## src/rtl/ckss_pkg.sv

```systemverilog
package ckss_pkg;
  // ===========================================================================
  // register offsets (special-function addresses)
  localparam logic [7:0] CKSS_CTRL_ADDR  = 8'h80;
  localparam logic [7:0] CKSS_STATE_ADDR = 8'ha1;
  // ===========================================================================
  // control register fields
  localparam int CKSS_METER_SRC_BIT  = 7;
  localparam int CKSS_PLL_START_BIT  = 6;
  localparam int CKSS_FALLBACK_BIT   = 5;
  localparam int CKSS_METER_GATE_BIT = 4;
  localparam int CKSS_DISP_GATE_BIT  = 3;
  localparam int CKSS_SLEEP_HI_BIT   = 2;
  localparam int CKSS_SLEEP_LO_BIT   = 1;
  localparam int CKSS_CORE_SRC_BIT   = 0;
  localparam logic [7:0] CKSS_CTRL_RESET = 8'h00;
  // bits cleared on a wakeup that keeps state
  localparam logic [7:0] CKSS_WAKE_CLEAR_MASK = 8'h66;
  // ===========================================================================
  // state register fields
  localparam int CKSS_TOP_RESET_BIT  = 5;
  localparam int CKSS_PIN_WAKE_BIT   = 3;
  localparam int CKSS_TIMER_WAKE_BIT = 2;
  localparam int CKSS_PWR_DOWN_BIT   = 1;
  localparam int CKSS_SUPPLY_OK_BIT  = 0;
  localparam logic [7:0] CKSS_STATE_RESET = 8'h00;
  // ===========================================================================
  // sleep field codes
  localparam logic [1:0] CKSS_SLEEP_LIGHT_A = 2'h1;
  localparam logic [1:0] CKSS_SLEEP_LIGHT_B = 2'h3;
  localparam logic [1:0] CKSS_SLEEP_DEEP    = 2'h2;
  // nominal pll output, documentation only: the pll itself is analog
  localparam int CKSS_PLL_FREQ_HZ = 3276800;

  typedef enum logic [1:0] {
    CKSS_RUN   = 2'b00,
    CKSS_LIGHT = 2'b01,
    CKSS_DEEP  = 2'b11
  } ckss_power_type;
endpackage

```

## src/rtl/ckss_sfr_if.sv

```systemverilog
`timescale 1ns/1ps
`default_nettype none
// ============================================================================
// write port between the top and the wakeup-clear stage
interface ckss_sfr_if;
  logic       wr_en;
  logic [7:0] wr_data;
  logic       wake_clear;
  logic [7:0] ctrl;
  modport owner (input wr_en, input wr_data, input wake_clear, output ctrl);
  modport user  (output wr_en, output wr_data, output wake_clear, input ctrl);
endinterface
`default_nettype wire

```

## src/rtl/ckss_clock_switch.sv

```systemverilog
`timescale 1ns/1ps
`default_nettype none
// ============================================================================
// Summary of operation
// - pll start writes are ignored unless fallback bit is zero.
// - pll start with fallback clear starts pll and selects it for core.
// - pll start locks clock config; writing zero unlocks without switching.
// - fallback bit selects osc for core, stops pll and stops core clock.
// - fallback enters light sleep only while supply-good is zero.
// - metering clock runs after reset, stops while its gate bit is set.
// - display gate stops display clock only when pll feeds core and meter.
// - with supply-good zero and core source osc, codes 01/11 give light sleep.
// - under the same conditions with fallback clear, code 10 gives deep sleep.
// - core source bit selects osc/pll and reads back source in use.
// - wakeup without reset clears only sleep field, pll start and fallback.
// - state register read-only; top reset flag set by level-one reset.
// - pin wakeup flag set when io event ends either sleep state.
// - timer/pulse flag set on light-sleep wakeup; pulse detect tells which.
// - power-down flag one below lower threshold, zero above upper.
// - supply-good flag one above upper threshold, zero below lower.
// - wake-mode bit set makes any wakeup resume without reset.
// - metering source bit selects osc/pll and reads back source.
module ckss_clock_switch
  import ckss_pkg::*;
(
  input  wire logic       clock_in,
  input  wire logic       nrst_in,
  input  wire logic [7:0] sfr_addr_in,
  input  wire logic [7:0] sfr_wdata_in,
  input  wire logic       sfr_wr_in,
  output logic [7:0]      sfr_rdata_out,
  input  wire logic       top_reset_cause_in,
  input  wire logic       supply_above_upper_in,
  input  wire logic       supply_below_lower_in,
  input  wire logic       wake_without_reset_in,
  input  wire logic       pin_wake_event_in,
  input  wire logic       timer_wake_event_in,
  input  wire logic       pulse_wake_event_in,
  input  wire logic       supply_restore_in,
  output logic            wake_reset_req_out,
  output logic            pll_enable_out,
  output logic            core_clock_pll_out,
  output logic            core_clock_en_out,
  output logic            aux_clock_en_out,
  output logic            meter_clock_pll_out,
  output logic            meter_clock_en_out,
  output logic            display_clock_en_out,
  output logic            power_down_irq_out,
  output logic            light_sleep_out,
  output logic            deep_sleep_out,
  output logic            pulse_wake_detect_out
);
  // ==========================================================================
  // control register
  ckss_sfr_if sfr ();
  logic [7:0] ctrl;
  logic       ctrl_wr;
  logic [7:0] ctrl_wdata;
  logic       fallback_ok;
  logic       locked;
  logic       start_wr;

  assign ctrl_wr     = sfr_wr_in && (sfr_addr_in == CKSS_CTRL_ADDR);
  assign ctrl        = sfr.ctrl;
  assign fallback_ok = !ctrl[CKSS_FALLBACK_BIT];
  assign locked      = ctrl[CKSS_PLL_START_BIT];
  // pll start bit is only writable with fallback clear
  assign start_wr    = fallback_ok ? sfr_wdata_in[CKSS_PLL_START_BIT] : ctrl[CKSS_PLL_START_BIT];

  // while locked, the source selects are frozen except a fallback write clears core source; a start write while unlocked also forces pll for core
  always_comb begin
    ctrl_wdata = sfr_wdata_in;
    ctrl_wdata[CKSS_PLL_START_BIT] = start_wr;
    if (locked) begin
      ctrl_wdata[CKSS_CORE_SRC_BIT]  = ctrl[CKSS_CORE_SRC_BIT];
      ctrl_wdata[CKSS_METER_SRC_BIT] = ctrl[CKSS_METER_SRC_BIT];
    end
    if (start_wr && !locked) begin
      ctrl_wdata[CKSS_CORE_SRC_BIT] = 1'b1;
    end
    if (sfr_wdata_in[CKSS_FALLBACK_BIT]) begin
      ctrl_wdata[CKSS_CORE_SRC_BIT] = 1'b0;
    end
  end

  assign sfr.wr_en   = ctrl_wr;
  assign sfr.wr_data = ctrl_wdata;

  ckss_ctrl_reg u_ctrl (
    .clock_in (clock_in),
    .nrst_in  (nrst_in),
    .bus      (sfr)
  );

  // ==========================================================================
  // supply flags with hysteresis
  logic supply_ok_reg;
  logic power_down_reg;
  always_ff @(posedge clock_in or negedge nrst_in) begin
    if (!nrst_in) begin
      supply_ok_reg  <= CKSS_STATE_RESET[CKSS_SUPPLY_OK_BIT];
      power_down_reg <= CKSS_STATE_RESET[CKSS_PWR_DOWN_BIT];
    end else if (supply_above_upper_in) begin
      supply_ok_reg  <= 1'b1;
      power_down_reg <= 1'b0;
    end else if (supply_below_lower_in) begin
      supply_ok_reg  <= 1'b0;
      power_down_reg <= 1'b1;
    end
    // between thresholds both hold
  end
  // interrupt enable lives in the interrupt controller outside
  assign power_down_irq_out = power_down_reg;

  // ==========================================================================
  // sleep state machine
  ckss_power_type power_reg;
  ckss_power_type power_next;
  logic [1:0]     sleep_code;
  logic           light_req;
  logic           deep_req;
  logic           wake_light;
  logic           wake_deep;
  logic           wake_any;

  assign sleep_code = {ctrl[CKSS_SLEEP_HI_BIT], ctrl[CKSS_SLEEP_LO_BIT]};
  // firmware must clear core source first; the gate also checks it
  assign light_req  = !supply_ok_reg && !ctrl[CKSS_CORE_SRC_BIT] &&
                      ((sleep_code == CKSS_SLEEP_LIGHT_A) || (sleep_code == CKSS_SLEEP_LIGHT_B) ||
                       ctrl[CKSS_FALLBACK_BIT]);
  assign deep_req   = !supply_ok_reg && !ctrl[CKSS_CORE_SRC_BIT] && !ctrl[CKSS_FALLBACK_BIT] &&
                      (sleep_code == CKSS_SLEEP_DEEP);
  assign wake_light = pin_wake_event_in || timer_wake_event_in || pulse_wake_event_in || supply_restore_in;
  assign wake_deep  = pin_wake_event_in || supply_restore_in;
  assign wake_any   = ((power_reg == CKSS_LIGHT) && wake_light) || ((power_reg == CKSS_DEEP) && wake_deep);

  always_comb begin
    case (power_reg)
      CKSS_RUN: begin
        power_next = deep_req ? CKSS_DEEP : (light_req ? CKSS_LIGHT : CKSS_RUN);
      end
      CKSS_LIGHT: begin
        power_next = wake_light ? CKSS_RUN : CKSS_LIGHT;
      end
      CKSS_DEEP: begin
        power_next = wake_deep ? CKSS_RUN : CKSS_DEEP;
      end
      default: begin
        power_next = CKSS_RUN;
      end
    endcase
  end

  always_ff @(posedge clock_in or negedge nrst_in) begin
    if (!nrst_in) begin
      power_reg <= CKSS_RUN;
    end else begin
      power_reg <= power_next;
    end
  end

  // retained wakeup clears the sleep request bits; otherwise system reset
  assign sfr.wake_clear     = wake_any && wake_without_reset_in;
  assign wake_reset_req_out = wake_any && !wake_without_reset_in;

  // ==========================================================================
  // wakeup cause and reset flags
  logic top_reset_reg;
  logic pin_wake_reg;
  logic timer_wake_reg;
  logic pulse_seen_reg;
  logic top_reset_seen;

  always_ff @(posedge clock_in or negedge nrst_in) begin
    if (!nrst_in) begin
      top_reset_seen <= 1'b0;
      top_reset_reg  <= CKSS_STATE_RESET[CKSS_TOP_RESET_BIT];
    end else if (!top_reset_seen) begin
      // cause strap caught once after release
      top_reset_seen <= 1'b1;
      top_reset_reg  <= top_reset_cause_in;
    end
  end

  always_ff @(posedge clock_in or negedge nrst_in) begin
    if (!nrst_in) begin
      pin_wake_reg   <= CKSS_STATE_RESET[CKSS_PIN_WAKE_BIT];
      timer_wake_reg <= CKSS_STATE_RESET[CKSS_TIMER_WAKE_BIT];
      pulse_seen_reg <= 1'b0;
    end else if (wake_any) begin
      pin_wake_reg   <= pin_wake_event_in;
      timer_wake_reg <= (power_reg == CKSS_LIGHT) && (timer_wake_event_in || pulse_wake_event_in);
      pulse_seen_reg <= (power_reg == CKSS_LIGHT) && pulse_wake_event_in;
    end
  end

  // ==========================================================================
  // clock outputs
  logic sleeping;
  assign sleeping             = (power_reg != CKSS_RUN);
  assign pll_enable_out       = ctrl[CKSS_PLL_START_BIT] && !ctrl[CKSS_FALLBACK_BIT];
  assign core_clock_pll_out   = ctrl[CKSS_CORE_SRC_BIT];
  assign core_clock_en_out    = !sleeping && !ctrl[CKSS_FALLBACK_BIT];
  assign aux_clock_en_out     = !sleeping;
  assign meter_clock_pll_out  = ctrl[CKSS_METER_SRC_BIT];
  assign meter_clock_en_out   = !ctrl[CKSS_METER_GATE_BIT];
  assign display_clock_en_out = !(ctrl[CKSS_DISP_GATE_BIT] && ctrl[CKSS_CORE_SRC_BIT] &&
                                  ctrl[CKSS_METER_SRC_BIT]);
  assign light_sleep_out      = (power_reg == CKSS_LIGHT);
  assign deep_sleep_out       = (power_reg == CKSS_DEEP);
  // pulse detect lives in the wakeup detect register outside, so it leaves as a pin
  assign pulse_wake_detect_out = pulse_seen_reg;

  // ==========================================================================
  // read data: state register ignores writes
  logic [7:0] state_word;
  always_comb begin
    state_word = CKSS_STATE_RESET;
    state_word[CKSS_TOP_RESET_BIT]  = top_reset_reg;
    state_word[CKSS_PIN_WAKE_BIT]   = pin_wake_reg;
    state_word[CKSS_TIMER_WAKE_BIT] = timer_wake_reg;
    state_word[CKSS_PWR_DOWN_BIT]   = power_down_reg;
    state_word[CKSS_SUPPLY_OK_BIT]  = supply_ok_reg;
  end
  assign sfr_rdata_out = (sfr_addr_in == CKSS_CTRL_ADDR)  ? ctrl :
                         (sfr_addr_in == CKSS_STATE_ADDR) ? state_word : 8'h00;

  // ==========================================================================
  // checks
  a_start_blocked: assert property (@(posedge clock_in) disable iff (!nrst_in)
    ctrl[CKSS_FALLBACK_BIT] && !ctrl[CKSS_PLL_START_BIT] |=> !ctrl[CKSS_PLL_START_BIT])
    else $error("pll start set while fallback active");
  a_start_selects_pll: assert property (@(posedge clock_in) disable iff (!nrst_in)
    ctrl_wr && fallback_ok && !locked && sfr_wdata_in[CKSS_PLL_START_BIT] && !sfr_wdata_in[CKSS_FALLBACK_BIT]
    && !sfr.wake_clear |=> ctrl[CKSS_CORE_SRC_BIT] && pll_enable_out)
    else $error("pll start did not select pll");
  a_lock_holds_src: assert property (@(posedge clock_in) disable iff (!nrst_in)
    locked && !sfr_wdata_in[CKSS_FALLBACK_BIT] |=> $stable(ctrl[CKSS_METER_SRC_BIT]))
    else $error("source changed while locked");
  a_fallback_stops: assert property (@(posedge clock_in) disable iff (!nrst_in)
    ctrl[CKSS_FALLBACK_BIT] |-> !core_clock_en_out && !pll_enable_out && !core_clock_pll_out)
    else $error("fallback left core or pll running");
  a_no_sleep_mains: assert property (@(posedge clock_in) disable iff (!nrst_in)
    power_reg == CKSS_RUN && supply_ok_reg |=> power_reg == CKSS_RUN)
    else $error("sleep entered with supply good");
  a_meter_gate: assert property (@(posedge clock_in) disable iff (!nrst_in)
    ctrl_wr && sfr_wdata_in[CKSS_METER_GATE_BIT] |=> !meter_clock_en_out)
    else $error("metering clock not gated");
  a_display_gate: assert property (@(posedge clock_in) disable iff (!nrst_in)
    !core_clock_pll_out |-> display_clock_en_out)
    else $error("display stopped without pll source");
  a_deep_entry: assert property (@(posedge clock_in) disable iff (!nrst_in)
    power_reg == CKSS_RUN && deep_req |=> deep_sleep_out && !aux_clock_en_out)
    else $error("deep sleep not entered");
  a_wake_clears: assert property (@(posedge clock_in) disable iff (!nrst_in)
    sfr.wake_clear |=> (ctrl & CKSS_WAKE_CLEAR_MASK) == 8'h00 && power_reg == CKSS_RUN)
    else $error("retained wakeup left sleep bits");
  a_supply_flags: assert property (@(posedge clock_in) disable iff (!nrst_in)
    supply_above_upper_in |=> supply_ok_reg && !power_down_reg)
    else $error("supply flags wrong above threshold");
  a_hysteresis: assert property (@(posedge clock_in) disable iff (!nrst_in)
    !supply_above_upper_in && !supply_below_lower_in |=> $stable(supply_ok_reg))
    else $error("supply flag moved between thresholds");
  a_fallback_light: assert property (@(posedge clock_in) disable iff (!nrst_in)
    power_reg == CKSS_RUN && ctrl[CKSS_FALLBACK_BIT] && !supply_ok_reg |=> light_sleep_out)
    else $error("fallback did not enter light sleep");
  a_fallback_not_deep: assert property (@(posedge clock_in) disable iff (!nrst_in)
    power_reg == CKSS_RUN && ctrl[CKSS_FALLBACK_BIT] |=> !deep_sleep_out)
    else $error("fallback entered deep sleep");
  a_light_entry: assert property (@(posedge clock_in) disable iff (!nrst_in)
    power_reg == CKSS_RUN && light_req && !deep_req
    |=> light_sleep_out && !core_clock_en_out && !aux_clock_en_out)
    else $error("light sleep not entered");
  a_core_src_read: assert property (@(posedge clock_in) disable iff (!nrst_in)
    sfr_addr_in == CKSS_CTRL_ADDR |-> sfr_rdata_out[CKSS_CORE_SRC_BIT] == core_clock_pll_out)
    else $error("core source readback differs");
  a_top_flag_kept: assert property (@(posedge clock_in) disable iff (!nrst_in)
    top_reset_seen |=> $stable(top_reset_reg))
    else $error("top reset flag changed");
  a_pin_wake_flag: assert property (@(posedge clock_in) disable iff (!nrst_in)
    wake_any && pin_wake_event_in |=> pin_wake_reg)
    else $error("pin wakeup flag not set");
  a_timer_wake_flag: assert property (@(posedge clock_in) disable iff (!nrst_in)
    wake_any && (power_reg == CKSS_LIGHT) && (timer_wake_event_in || pulse_wake_event_in) |=> timer_wake_reg)
    else $error("timer wakeup flag not set");
  a_pulse_detect: assert property (@(posedge clock_in) disable iff (!nrst_in)
    wake_any && (power_reg == CKSS_LIGHT) && pulse_wake_event_in |=> pulse_wake_detect_out)
    else $error("pulse wakeup not detected");
  a_deep_no_timer: assert property (@(posedge clock_in) disable iff (!nrst_in)
    wake_any && (power_reg == CKSS_DEEP) |=> !timer_wake_reg && !pulse_wake_detect_out)
    else $error("timer flag set on deep wakeup");
  a_power_down: assert property (@(posedge clock_in) disable iff (!nrst_in)
    supply_below_lower_in && !supply_above_upper_in |=> power_down_irq_out && !supply_ok_reg)
    else $error("supply flags wrong below threshold");
  a_wake_resets: assert property (@(posedge clock_in) disable iff (!nrst_in)
    wake_any && !wake_without_reset_in |-> wake_reset_req_out && !sfr.wake_clear)
    else $error("wakeup with reset not requested");
  a_lock_core_src: assert property (@(posedge clock_in) disable iff (!nrst_in)
    ctrl_wr && locked && !sfr_wdata_in[CKSS_FALLBACK_BIT] |=> $stable(core_clock_pll_out))
    else $error("core source changed while locked");
  a_fallback_osc: assert property (@(posedge clock_in) disable iff (!nrst_in)
    ctrl_wr && sfr_wdata_in[CKSS_FALLBACK_BIT] |=> !core_clock_pll_out && !pll_enable_out)
    else $error("fallback write left pll selected");
  a_meter_src_write: assert property (@(posedge clock_in) disable iff (!nrst_in)
    ctrl_wr && !locked |=> meter_clock_pll_out == $past(sfr_wdata_in[CKSS_METER_SRC_BIT]))
    else $error("metering source not taken from write");
endmodule
`default_nettype wire

```

## src/rtl/ckss_ctrl_reg.sv

```systemverilog
`timescale 1ns/1ps
`default_nettype none
// ============================================================================
// control register storage: software write, wakeup clear
module ckss_ctrl_reg
  import ckss_pkg::*;
(
  input  wire logic   clock_in,
  input  wire logic   nrst_in,
  ckss_sfr_if.owner   bus
);
  logic [7:0] ctrl_reg;
  logic [7:0] ctrl_next;
  // a wakeup in the same cycle as a write still clears the sleep bits
  assign ctrl_next = bus.wake_clear ? ((bus.wr_en ? bus.wr_data : ctrl_reg) & ~CKSS_WAKE_CLEAR_MASK)
                                    : (bus.wr_en ? bus.wr_data : ctrl_reg);
  always_ff @(posedge clock_in or negedge nrst_in) begin
    if (!nrst_in) begin
      ctrl_reg <= CKSS_CTRL_RESET;
    end else begin
      ctrl_reg <= ctrl_next;
    end
  end
  assign bus.ctrl = ctrl_reg;
endmodule
`default_nettype wire

```

## config.mk

```make
export PLATFORM = sky130hd
export DESIGN_NAME = ckss_clock_switch
export DESIGN_NICKNAME = d
export VERILOG_FILES = /design/src/rtl/ckss_pkg.sv /design/src/rtl/ckss_sfr_if.sv /design/src/rtl/ckss_clock_switch.sv /design/src/rtl/ckss_ctrl_reg.sv
export SDC_FILE = /design/constraint.sdc
export NUM_CORES = 1
export LEC_CHECK = 0
export ABC_AREA = 1
export BUFFER_PORTS_ARGS = -buffer_cell sky130_fd_sc_hd__buf_2
export CAP_MARGIN = 20
export CORE_MARGIN = 2
export CORE_UTILIZATION = 28
export DETAILED_ROUTE_END_ITERATION = 10
export GPL_TIMING_DRIVEN = 0
export PLACE_DENSITY = 0.62
export SLEW_MARGIN = 20
export SYNTH_ARGS = -nofsm -noshare
export SYNTH_HDL_FRONTEND = slang
export SYNTH_SLANG_ARGS = --single-unit
```

## constraint.sdc

```tcl
create_clock -name clock_in -period 3.1 [get_ports clock_in]
set_input_delay 0.465 -clock clock_in [delete_from_list [all_inputs] [get_ports clock_in]]
set_output_delay 0.465 -clock clock_in [all_outputs]
set_load 0.1 [all_outputs]
```

* Yosys cells after proc, flatten, opt, wreduce, memory -nomap -nowiden
Index checks and enable logic that the tools add are counted.
** Word-level totals
- Output and inout bits :: 20
- Input bits :: 27
- Logic and storage cells :: 71
- Register bits after elaboration :: 17
** Operators by class
- Mux-type cells :: 18
- Equal/unequal tests :: 7
- Reduce and logical (&&, ||, !) cells :: 36
** Operator list (count)
- $eq 8x8->1 const B :: 2
- $logic_and 1x1->1 :: 16
- $mux 8 :: 2
- $mux 1 :: 11
- $logic_not 1->1 :: 8
- $logic_or 1x1->1 :: 8
- $mux 7 :: 1
- $eq 2x2->1 const B :: 3
- $mux 6 :: 1
- $pmux 2 s3 :: 1
- $reduce_bool 2->1 :: 3
- $eq 2x1->1 const B :: 2
- $mux 2 :: 2
- $logic_not 2->1 :: 1

* Longest topological paths before layout
Gate-level depths: netlist (run 1).
- Depth after elaboration :: 7
- Gate-level depth with buffers :: 7
- Gate-level depth less buffers :: 7

* Cells and area by module
From an unflattened synthesis (run 1), not the netlist that was laid out.
** Unflattened totals
- Cell total of the unflattened synthesis :: 141
- Area, all modules :: 1007.2 um2
** By module, submodules not included
- ckss_clock_switch :: cells each 106, area each 688.2 um2, sequential area each 225.2 um2, times used 1
- ckss_ctrl_reg :: cells each 35, area each 319.1 um2, sequential area each 200.2 um2, times used 1

* Least setup slack after synthesis (run 1)
Ideal clock, no wire load.
- Kind :: register to output
- Start point :: register power_reg[0]
- End point :: output port wake_reset_req_out
- Cell stages (with the launch flop) :: 5
- Buffers on the path :: 0
- Arrival :: 2.586 ns
- Data required time :: 2.635 ns
- Slack :: 0.049 ns
- Path through :: dfrtp_1 > inv_2 > nor2_4 > nand2_4 > a21oi_1
** Between the ends
- Word-level cells in the longest chain between the ends :: 4
- Elaborated cells on any way between the ends :: 6
- Those cells by class :: eq/ne: 2; reduce/logical: 4
** RTL lines
- start, declared :: RTL line ckss_clock_switch.sv:117 : ckss_power_type power_reg;
- start signal, assigned :: RTL line ckss_clock_switch.sv:158 : power_reg <= power_next;
- $eq 2x1->1
- net light_sleep_out :: RTL line ckss_clock_switch.sv:49 : output logic light_sleep_out,
- $logic_and 1x1->1 :: RTL line ckss_clock_switch.sv:135 : assign wake_any = ((power_reg == CKSS_LIGHT) && wake_light) || ((power_reg == CKSS_DEEP) && wake_deep);
- $logic_or 1x1->1 :: RTL line ckss_clock_switch.sv:135
- $logic_and 1x1->1 :: RTL line ckss_clock_switch.sv:164 : assign wake_reset_req_out = wake_any && !wake_without_reset_in;
- end, declared :: RTL line ckss_clock_switch.sv:40 : output logic wake_reset_req_out,
The timed path passes the listed nets, and every way through them passes these cells.

* Worst setup path after layout (run 1)
- Start point :: input port sfr_addr_in[4]
- End point :: output port sfr_rdata_out[1]
** Between the ends
- Word-level cells in the longest chain between the ends :: 3
- Elaborated cells on any way between the ends :: 4
- Those cells by class :: eq/ne: 2; mux: 2
** RTL lines
- start, declared :: RTL line ckss_clock_switch.sv:28 : input wire logic [7:0] sfr_addr_in,
- $eq 8x8->1 :: RTL line ckss_clock_switch.sv:226 : (sfr_addr_in == CKSS_STATE_ADDR) ? state_word : 8'h00;
- $mux 6 :: RTL line ckss_clock_switch.sv:226
- $mux 8 (*) :: RTL line ckss_clock_switch.sv:225 : assign sfr_rdata_out = (sfr_addr_in == CKSS_CTRL_ADDR) ? ctrl :
- end, declared :: RTL line ckss_clock_switch.sv:31 : output logic [7:0] sfr_rdata_out,
Mark *: on every way between the ends. The rest lies on a longest branch, timed or not.

==> results of run 1 <==
[layer usage]
metal	track usage	wire length, um	vias to the layer above
li1	-	-	525
met1	0.1754	1140	442
met2	0.1962	1063	34
met3	0.05225	170	5
met4	0.03333	24	0
met5	0	0	-
[area by class of cell]
class / instances / area [um^2] / share of cell area
flip-flops and latches: 17 / 425.4 / 0.3304
multi-input cells: 95 / 454.2 / 0.3528
repair buffers: 46 / 230.2 / 0.1788
clock inverters: 1 / 7.507 / 0.005831
well taps: 46 / 57.56 / 0.04470
clock buffers: 3 / 22.52 / 0.01749
inverters: 24 / 90.09 / 0.06997
[power breakdown]
group | switching [uW] | internal (uW)
sequential | 16.6 | 249
clock | 74.6 | 49.2
combinational | 144 | 43.6
[cells in the mapped netlist]
| master | count |
|---|---|
| conb_1 | 1 |
| inv_2 | 2 |
| o21bai_1 | 1 |
| nor2_4 | 2 |
| nor3_1 | 2 |
| o21ai_1 | 3 |
| o21ai_0 | 3 |
| mux2_2 | 1 |
| nand2_1 | 36 |
| inv_1 | 22 |
| nand3_1 | 22 |
| dfrtp_1 | 17 |
| nand2_4 | 3 |
| a21oi_1 | 3 |
| nor2_2 | 1 |
| o22ai_1 | 2 |
| nor2_1 | 15 |
[worst min path at each step]
| stage | end | slack, ns | cells after the start |
|---|---|---|---|
| after global routing | top_reset_reg | 0.08 | 1 |
| after CTS | u_ctrl.bus.ctrl[2] | 0.07 | 1 |
| after floorplan | pin_wake_reg | 0.17 | 0 |
| after global placement | power_down_irq_out | 0.42 | 1 |
| after detailed placement | power_down_irq_out | 0.41 | 1 |
| final | top_reset_reg | 0.06 | 1 |
[cells by family after synthesis]
group / after synthesis / synth area share
AND/OR/NAND/NOR: 81 / 0.3858
buffers and inverters: 24 / 0.09291
flip-flops: 17 / 0.4387
AO/OA/AOI/OAI: 12 / 0.06708
multiplexers: 1 / 0.01161
other: 1 / 0.003867
[worst register-to-register path, delay by kind of cell, from the launching register on]
kind | cells | cell delay, ns
flip-flops | 1 | 0.46
AND/OR/NAND/NOR | 6 | 0.57
[cell usage in the layout (no fill, tap or decap), types with 3 or more instances in the layout]
master	netlist	layout
a21oi_1	3	3
buf_2	0	46
clkbuf_4	0	3
dfrtp_1	17	17
inv_1	22	22
nand2_1	36	36
nand2_4	3	3
nand3_1	22	22
nor2_1	15	15
o21ai_0	3	3
o21ai_1	3	3
[metrics by stage]
step,setup slack (ns),util,area (um^2)
after floorplan,0.04947,-,969.7
after global placement,0.8764,0.3768,1257
after detailed placement,0.8908,0.3768,1257
after CTS,0.8899,0.3858,1287
after global routing,0.7664,0.3858,1287
final,0.8821,0.3858,1287
==> impl_metrics.ini, run 1 <==
[detailed_routing]
firstDrtPassIters = 4
first_iter_violations = 43
routedWlPerCell_um = 10.34
drc = 0
routed-via-count = 1006
finalWirelength_um = 2398
vias_per_cell = 4.336
ant_nets = 0

[timing]
fmax_ghz = 0.4509
hold_ws_ns = 0.06316
finalCritPeriodShare = 0.7155
hold_violations = 0
period_needed_ns = 2.218
setup_violations = 0
fin_skew_ns = 0.01402
fin_tns_setup_ns = 0
rsz0062_at_grt = no
slew_violations = 0

[setup_path]
reg2reg_depth = 6
cpPeakStageDelay_ns = 0.45
crit_top_cell = buf_2
path_class = input pin to output port
cp-startpoint = sfr_addr_in[4]
cp_num_cells = 7
worstReg2RegEnd = u_ctrl.bus.ctrl[5]
endpoint = sfr_rdata_out[1]
crit_required_ns = 2.63
cp-end-kind = output port
crit_slowest_cell = buf_2
r2r_slack_ns = 1.99
crit_arrival_ns = 1.75
cp_max_fo = 6
crit_buf_inv = 3
crit-reg2reg-launch = power_reg[1]
crit_path_start_kind = input pin
path_cells = buf_2 -> nor2_1 -> nand2_1 -> nor2_2 -> inv_2 -> o21ai_1 -> buf_2
crit_family = buffers and inverters

[power_and_ir_drop]
ir_worst_vdd_v = 0.0002310
power_density_mw_per_mm2 = 448.3
p_leak_uw = 0.0007392
finalPower_uw = 577.2

[status]
status = finished, final reports clean

[clock_tree]
clk_latency_ns = 0.30
htree_num_levels = 1
clkTransAtPathRegs_ns = 0.11
max-clock-path-buffers = 2
post_cts_resized = 0
clock-root-buffer = clkbuf_4
cts_tree = done
cts_sinks = 17
hold_buffers = 0
cts_setup_buffers = 0
cts_buffers = 3

[floorplanning]
dieHeight_um = 62.85
die_area_mm2 = 0.003950
die_w_um = 62.85
start_util = 0.2906
io-pin-count = 47
num_rows = 21
core_area_mm2 = 0.003337

[worst_hold_path]
hp-class = input pin to async pin

[finish]
final_net_count = 214
area_growth_pct = 32.77
drive_above_1_share = 0.3172
antenna_cells = 0
num-fill-cells = 380
largest_reg_flops = 8
fin_cells = 232

[yosys]
syn_area_um2 = 969.7
yosysWarnings = 0
ys_ff_latch = 17
synthTopCellsByArea = dfrtp_1, nand2_1, nand3_1, inv_1, nor2_1
syn_nets = 163
synth_cell_types = 17
syn_inst = 136
yosysSeqAreaShare = 0.4387
yosys.area.top_type = dfrtp_1
synth_top_cell_area_share = 0.4387
syn_avg_cell_area_um2 = 7.130

[placed_design]
gp_congestion = 0.7517
portBuffers = 46
dp.cells = 228
hpwl_um = 1946

[global_routing]
grt_overflow = 0
grt_pass1_wl_um = 4050
grt_pass1_vias = 947
grt_use_total = 0.1310
grt_max_degree = 18
antenna_found_initial = 0

[flow_run]
max_cap_violations = 0
No activity file was read; power rests on OpenSTA's default activity.
==> run 2, diff against run 1 <==
--- a/config.mk
+++ b/config.mk
@@ -12,7 +12,7 @@
 export CORE_UTILIZATION = 28
 export DETAILED_ROUTE_END_ITERATION = 10
 export GPL_TIMING_DRIVEN = 0
-export PLACE_DENSITY = 0.62
+export PLACE_DENSITY = 0.64
 export SLEW_MARGIN = 20
 export SYNTH_ARGS = -nofsm -noshare
 export SYNTH_HDL_FRONTEND = slang
==> constraint.sdc (replaced) <==
create_clock -name clock_in -period 1.85 [get_ports clock_in]
set_input_delay 0.2775 -clock clock_in [delete_from_list [all_inputs] [get_ports clock_in]]
set_output_delay 0.2775 -clock clock_in [all_outputs]
set_load 0.1 [all_outputs]
==> impl_metrics.ini, run 2 (synthesized netlist as in run 1, its figures left out) <==
[status]
status = finished, final reports clean

[setup_path]
path_cells = buf_2 -> nor2_1 -> nand2_1 -> nor2_2 -> inv_2 -> o21ai_4 -> buf_4
crit_arrival_ns = 1.49
crit_required_ns = 1.57
reg2reg_depth = 6
path_class = input pin to output port
crit_slowest_cell = buf_4
worstReg2RegEnd = u_ctrl.bus.ctrl[5]
cp-end-kind = output port
r2r_slack_ns = 0.68
crit_path_start_kind = input pin
crit-reg2reg-launch = power_reg[1]
cpPeakStageDelay_ns = 0.30
cp_max_fo = 6

[clock_tree]
cts_setup_buffers = 0
htree_num_levels = 1
cts_sinks = 17
clock-root-buffer = clkbuf_4
clk_latency_ns = 0.29
cts_buffers = 3
max-clock-path-buffers = 2
cts_tree = done
clkTransAtPathRegs_ns = 0.09

[timing]
hold_violations = 0
finalCritPeriodShare = 0.9566
setup_violations = 0
fmax_ghz = 0.5651
slew_violations = 0
fin_skew_ns = 0.004230
setup_ws_ns = 0.08036
period_needed_ns = 1.770
rsz0062_at_grt = no

[global_routing]
grt_overflow = 0
grt_use_total = 0.1359
grt_max_degree = 18
grt_pass1_wl_um = 4236
grt_pass1_vias = 964
antenna_found_initial = 0

[detailed_routing]
routedWlPerCell_um = 10.58
vias_per_cell = 4.343
finalWirelength_um = 2465
drc = 0
firstDrtPassIters = 4
first_iter_violations = 38
ant_nets = 0
routed-via-count = 1012

[power_and_ir_drop]
ir_worst_vdd_v = 0.0004557
clkPwrFrac = 0.204
p_int_uw = 581.5
pwr-share-seq = 0.464
p_leak_uw = 0.0007518
swShare = 0.4073
p_switching_uw = 399.6
finalPower_uw = 981.1
pwr-share-comb = 0.333
power_density_mw_per_mm2 = 698.9

[finish]
antenna_cells = 0
final_cell_mix = buf_2, nand2_1, inv_1, nand3_1, dfrtp_1
largest_reg_flops = 8
fin_cells = 233
final_net_count = 215
final_common_cell = buf_2
drive_above_1_share = 0.3797
post-route-util = 0.4207
area_growth_pct = 44.77
num-fill-cells = 365

[placed_design]
dp.cells = 228
hpwl_um = 1972
place_ws_ns = -0.07777
portBuffers = 46
gp_congestion = 0.7831

[worst_hold_path]
hp-class = input pin to register
worstHoldStart = supply_above_upper_in
min_path_cells = 2
hold_end = power_down_irq_out

[floorplanning]
dieHeight_um = 62.85
num_rows = 21
core_area_mm2 = 0.003337
die_w_um = 62.85
start_util = 0.2906
die_area_mm2 = 0.003950
io-pin-count = 47

[flow_run]
max_cap_violations = 0
## run 2: cell types whose count changed in the layout (fill, tap and decap cells not counted), moves of 2 or more
cell / previous run / this run
buf_2: 46 / 37
o21ai_1: 3 / 0
dfrtp_1: 17 / 14
o21ai_4: 0 / 3
nor2_2: 1 / 3
clkbuf_4: 3 / 5
buf_4: 0 / 7
nor2_4: 2 / 5
nor2_1: 15 / 10
dfrtp_2: 0 / 3
## run 2: repair_timing
action	4_1_cts	5_1_grt
hold buffers	1	0
hold endpoints to repair	17	0
setup endpoints to repair	7	3
gates resized for setup	7	3
gates cloned	0	0
## run 2: final cells by class
class / count / area [um^2] / area share
clock buffer: 4 / 26.28 / 0.01872
tap: 46 / 57.56 / 0.04100
multi-input combinational: 95 / 538.0 / 0.3832
sequential: 17 / 429.2 / 0.3057
inverter: 24 / 90.09 / 0.06417
timing repair buffer: 47 / 262.8 / 0.1872
## run 2: worst max-delay path by stage
stage | startpoint | endpoint | cells after the start
final | sfr_addr_in[4] | sfr_rdata_out[5] | 7
after global routing | sfr_addr_in[3] | sfr_rdata_out[5] | 7
after CTS | power_reg[0] | wake_reset_req_out | 3
after detailed placement | sfr_addr_in[4] | sfr_rdata_out[5] | 7
after global placement | sfr_addr_in[4] | sfr_rdata_out[0] | 7
after floorplan | power_reg[0] | wake_reset_req_out | 4
## run 2: worst max-delay path, delay by kind of cell
| family | cells | cell delay (ns) |
|---|---|---|
| buffers and inverters | 3 | 0.58 |
| AND/OR/NAND/NOR | 3 | 0.48 |
| AO/OA/AOI/OAI | 1 | 0.15 |
## run 2: routing by layer
metal / part of all wire / vias to the layer above / global-route usage / wire [um]
li1: - / 525 / - / -
met1: 0.43 / 456 / 0.1687 / 1070
met2: 0.49 / 26 / 0.2272 / 1216
met3: 0.062 / 5 / 0.03964 / 154
met4: 0.0093 / 0 / 0.04167 / 23
met5: 0 / - / 0 / 0
## run 2: power groups by stage
stage               sequential, uW  clock [uW]  combinational [uW]
finish                         455         200                 326
global route                   461         227                 353
CTS                            454         207                 330
detailed placement             461           0                 326
global placement               460           0                 323
floorplan                      533           0                 168
## run 2: through the flow
stage          setup TNS (ns)  hold WS, ns  instance area, um^2
6_report                    0       0.1424                 1404
2_1_floorplan         -0.2163     -0.01809                 1056
3_5_place_dp          -0.2575       0.2276                 1344
4_1_cts                     0       0.1352                 1398
3_3_place_gp          -0.1788       0.2241                 1344
5_1_grt                     0       0.1272                 1404
==> run 3, diff against run 2 <==
--- a/config.mk
+++ b/config.mk
@@ -12,7 +12,7 @@
 export CORE_UTILIZATION = 28
 export DETAILED_ROUTE_END_ITERATION = 10
 export GPL_TIMING_DRIVEN = 0
-export PLACE_DENSITY = 0.64
+export PLACE_DENSITY = 0.62
 export SLEW_MARGIN = 20
 export SYNTH_ARGS = -nofsm -noshare
 export SYNTH_HDL_FRONTEND = slang
==> constraint.sdc (replaced) <==
create_clock -name clock_in -period 1.7 [get_ports clock_in]
set_input_delay 0.255 -clock clock_in [delete_from_list [all_inputs] [get_ports clock_in]]
set_output_delay 0.255 -clock clock_in [all_outputs]
set_load 0.1 [all_outputs]
==> impl_metrics.ini, run 3 (synthesized netlist as in run 1, its figures left out) <==
[placed_design]
hpwl_um = 1932
dp.cells = 228
portBuffers = 46
gp_congestion = 0.8610

[setup_path]
worstReg2RegEnd = u_ctrl.bus.ctrl[6]
r2r_slack_ns = 0.56
crit_slowest_cell = dfrtp_2
crit_required_ns = 1.44
crit_path_start_kind = register
crit_arrival_ns = 1.36
crit-reg2reg-launch = power_reg[0]
cp-end-kind = output port
cpPeakStageDelay_ns = 0.43
path_cells = inv_2 -> nor2_4 -> nand2_4 -> a21oi_4 -> buf_12
path_class = register to output port
reg2reg_depth = 7
cp_max_fo = 6

[global_routing]
grt_overflow = 0
grt_pass1_wl_um = 4077
grt_max_degree = 18
grt_pass1_vias = 907
grt_use_total = 0.1335
antenna_found_initial = 0

[timing]
hold_ws_ns = 0.1087
finalCritPeriodShare = 0.9510
period_needed_ns = 1.617
fmax_ghz = 0.6186
fin_skew_ns = 0.002615
setup_violations = 0
slew_violations = 0
hold_violations = 0

[power_and_ir_drop]
clkPwrFrac = 0.200
ir_worst_vdd_v = 0.0003480
pwr-share-comb = 0.342
p_switching_uw = 431.9
p_int_uw = 644.9
p_leak_uw = 0.0007699
swShare = 0.4011
power_density_mw_per_mm2 = 722.6
pwr-share-seq = 0.458

[floorplanning]
die_area_mm2 = 0.003950
core_area_mm2 = 0.003337
start_util = 0.2906
num_rows = 21
dieHeight_um = 62.85
die_w_um = 62.85
io-pin-count = 47

[worst_hold_path]
hp-class = input pin to register
worstHoldStart = supply_above_upper_in
min_path_cells = 2
hold_end = power_down_irq_out

[finish]
final_common_cell = nand2_1
largest_reg_flops = 8
area_growth_pct = 53.68
final_net_count = 218
drive_above_1_share = 0.4158
fin_cells = 236
post-route-util = 0.4466
antenna_cells = 0
final_cell_mix = nand2_1, buf_2, inv_1
num-fill-cells = 354

[detailed_routing]
first_iter_violations = 24
firstDrtPassIters = 4
routedWlPerCell_um = 10.30
ant_nets = 0
vias_per_cell = 4.174
routed-via-count = 985
drc = 0
finalWirelength_um = 2430

[clock_tree]
clkTransAtPathRegs_ns = 0.10
cts_buffers = 3
cts_tree = done
clock-root-buffer = clkbuf_4
cts_sinks = 17
clk_latency_ns = 0.29
max-clock-path-buffers = 2
htree_num_levels = 1

[status]
status = finished, final reports clean

[flow_run]
max_cap_violations = 0
-- run 3: cell types whose count changed in the layout (fill, tap and decap cells not counted), sizes merged --
| cell | change |
|---|---|
| buf | +2 |
| clkbuf | +1 |
-- run 3: area by class of cell --
type                    instances  area (um^2)  share of cell area
multi-input cells              95        550.5              0.3694
clock buffers                   4        26.28             0.01763
flip-flops and latches         17        432.9              0.2905
well taps                      46        57.56             0.03862
inverters                      24        90.09             0.06045
repair buffers                 50        332.8              0.2233
-- run 3: power by group through the flow --
| stage | clock [uW] | sequential [uW] | combinational (uW) |
|---|---|---|---|
| after floorplan | 0 | 581 | 183 |
| after global placement | 0 | 502 | 350 |
| after detailed placement | 0 | 502 | 352 |
| after CTS | 234 | 494 | 358 |
| after global routing | 247 | 502 | 397 |
| final | 215 | 493 | 368 |
-- run 3: metal layers --
metal | GRT usage | part of all wire | vias up | routed length, um
met5 | 0 | 0 | - | 0
met4 | 0.04167 | 0.0062 | 0 | 15
met3 | 0.03964 | 0.051 | 2 | 124
met2 | 0.2258 | 0.49 | 25 | 1197
met1 | 0.1627 | 0.45 | 425 | 1092
li1 | - | - | 533 | -
-- run 3: worst max-delay path by stage --
stage / from / to / slack (ns) / cells after the start
after detailed placement: sfr_addr_in[4] / sfr_rdata_out[0] / -0.17 / 7
after CTS: sfr_addr_in[4] / sfr_rdata_out[0] / 0.02 / 7
after floorplan: power_reg[0] / wake_reset_req_out / -0.34 / 4
after global routing: power_reg[0] / wake_reset_req_out / -0.008 / 5
final: power_reg[0] / wake_reset_req_out / 0.08 / 5
after global placement: sfr_addr_in[4] / sfr_rdata_out[0] / -0.17 / 7
-- run 3: metrics by stage --
stage | total power (uW) | setup slack, ns | area [um^2] | TNS [ns]
after detailed placement | 854.4 | -0.1709 | 1350 | -0.7339
after global routing | 1146 | -0.008083 | 1490 | -0.02094
final | 1077 | 0.08333 | 1490 | 0
after CTS | 1085 | 0.01508 | 1423 | 0
after floorplan | 764.1 | -0.3438 | 1062 | -0.3699
after global placement | 852.3 | -0.1693 | 1350 | -0.7323
-- run 3: worst max-delay path, delay by kind of cell, from the launching register on --
family	cells	cell delay, ns
flip-flops	1	0.43
buffers and inverters	2	0.25
AND/OR/NAND/NOR	2	0.22
AO/OA/AOI/OAI	1	0.17
-- run 3: timing repair --
action,in CTS,in global routing
hold endpoints to repair,17,0
gates resized for setup,13,15
hold buffers,1,0
setup buffers,0,3
setup endpoints to repair,8,12
pin swaps,0,3
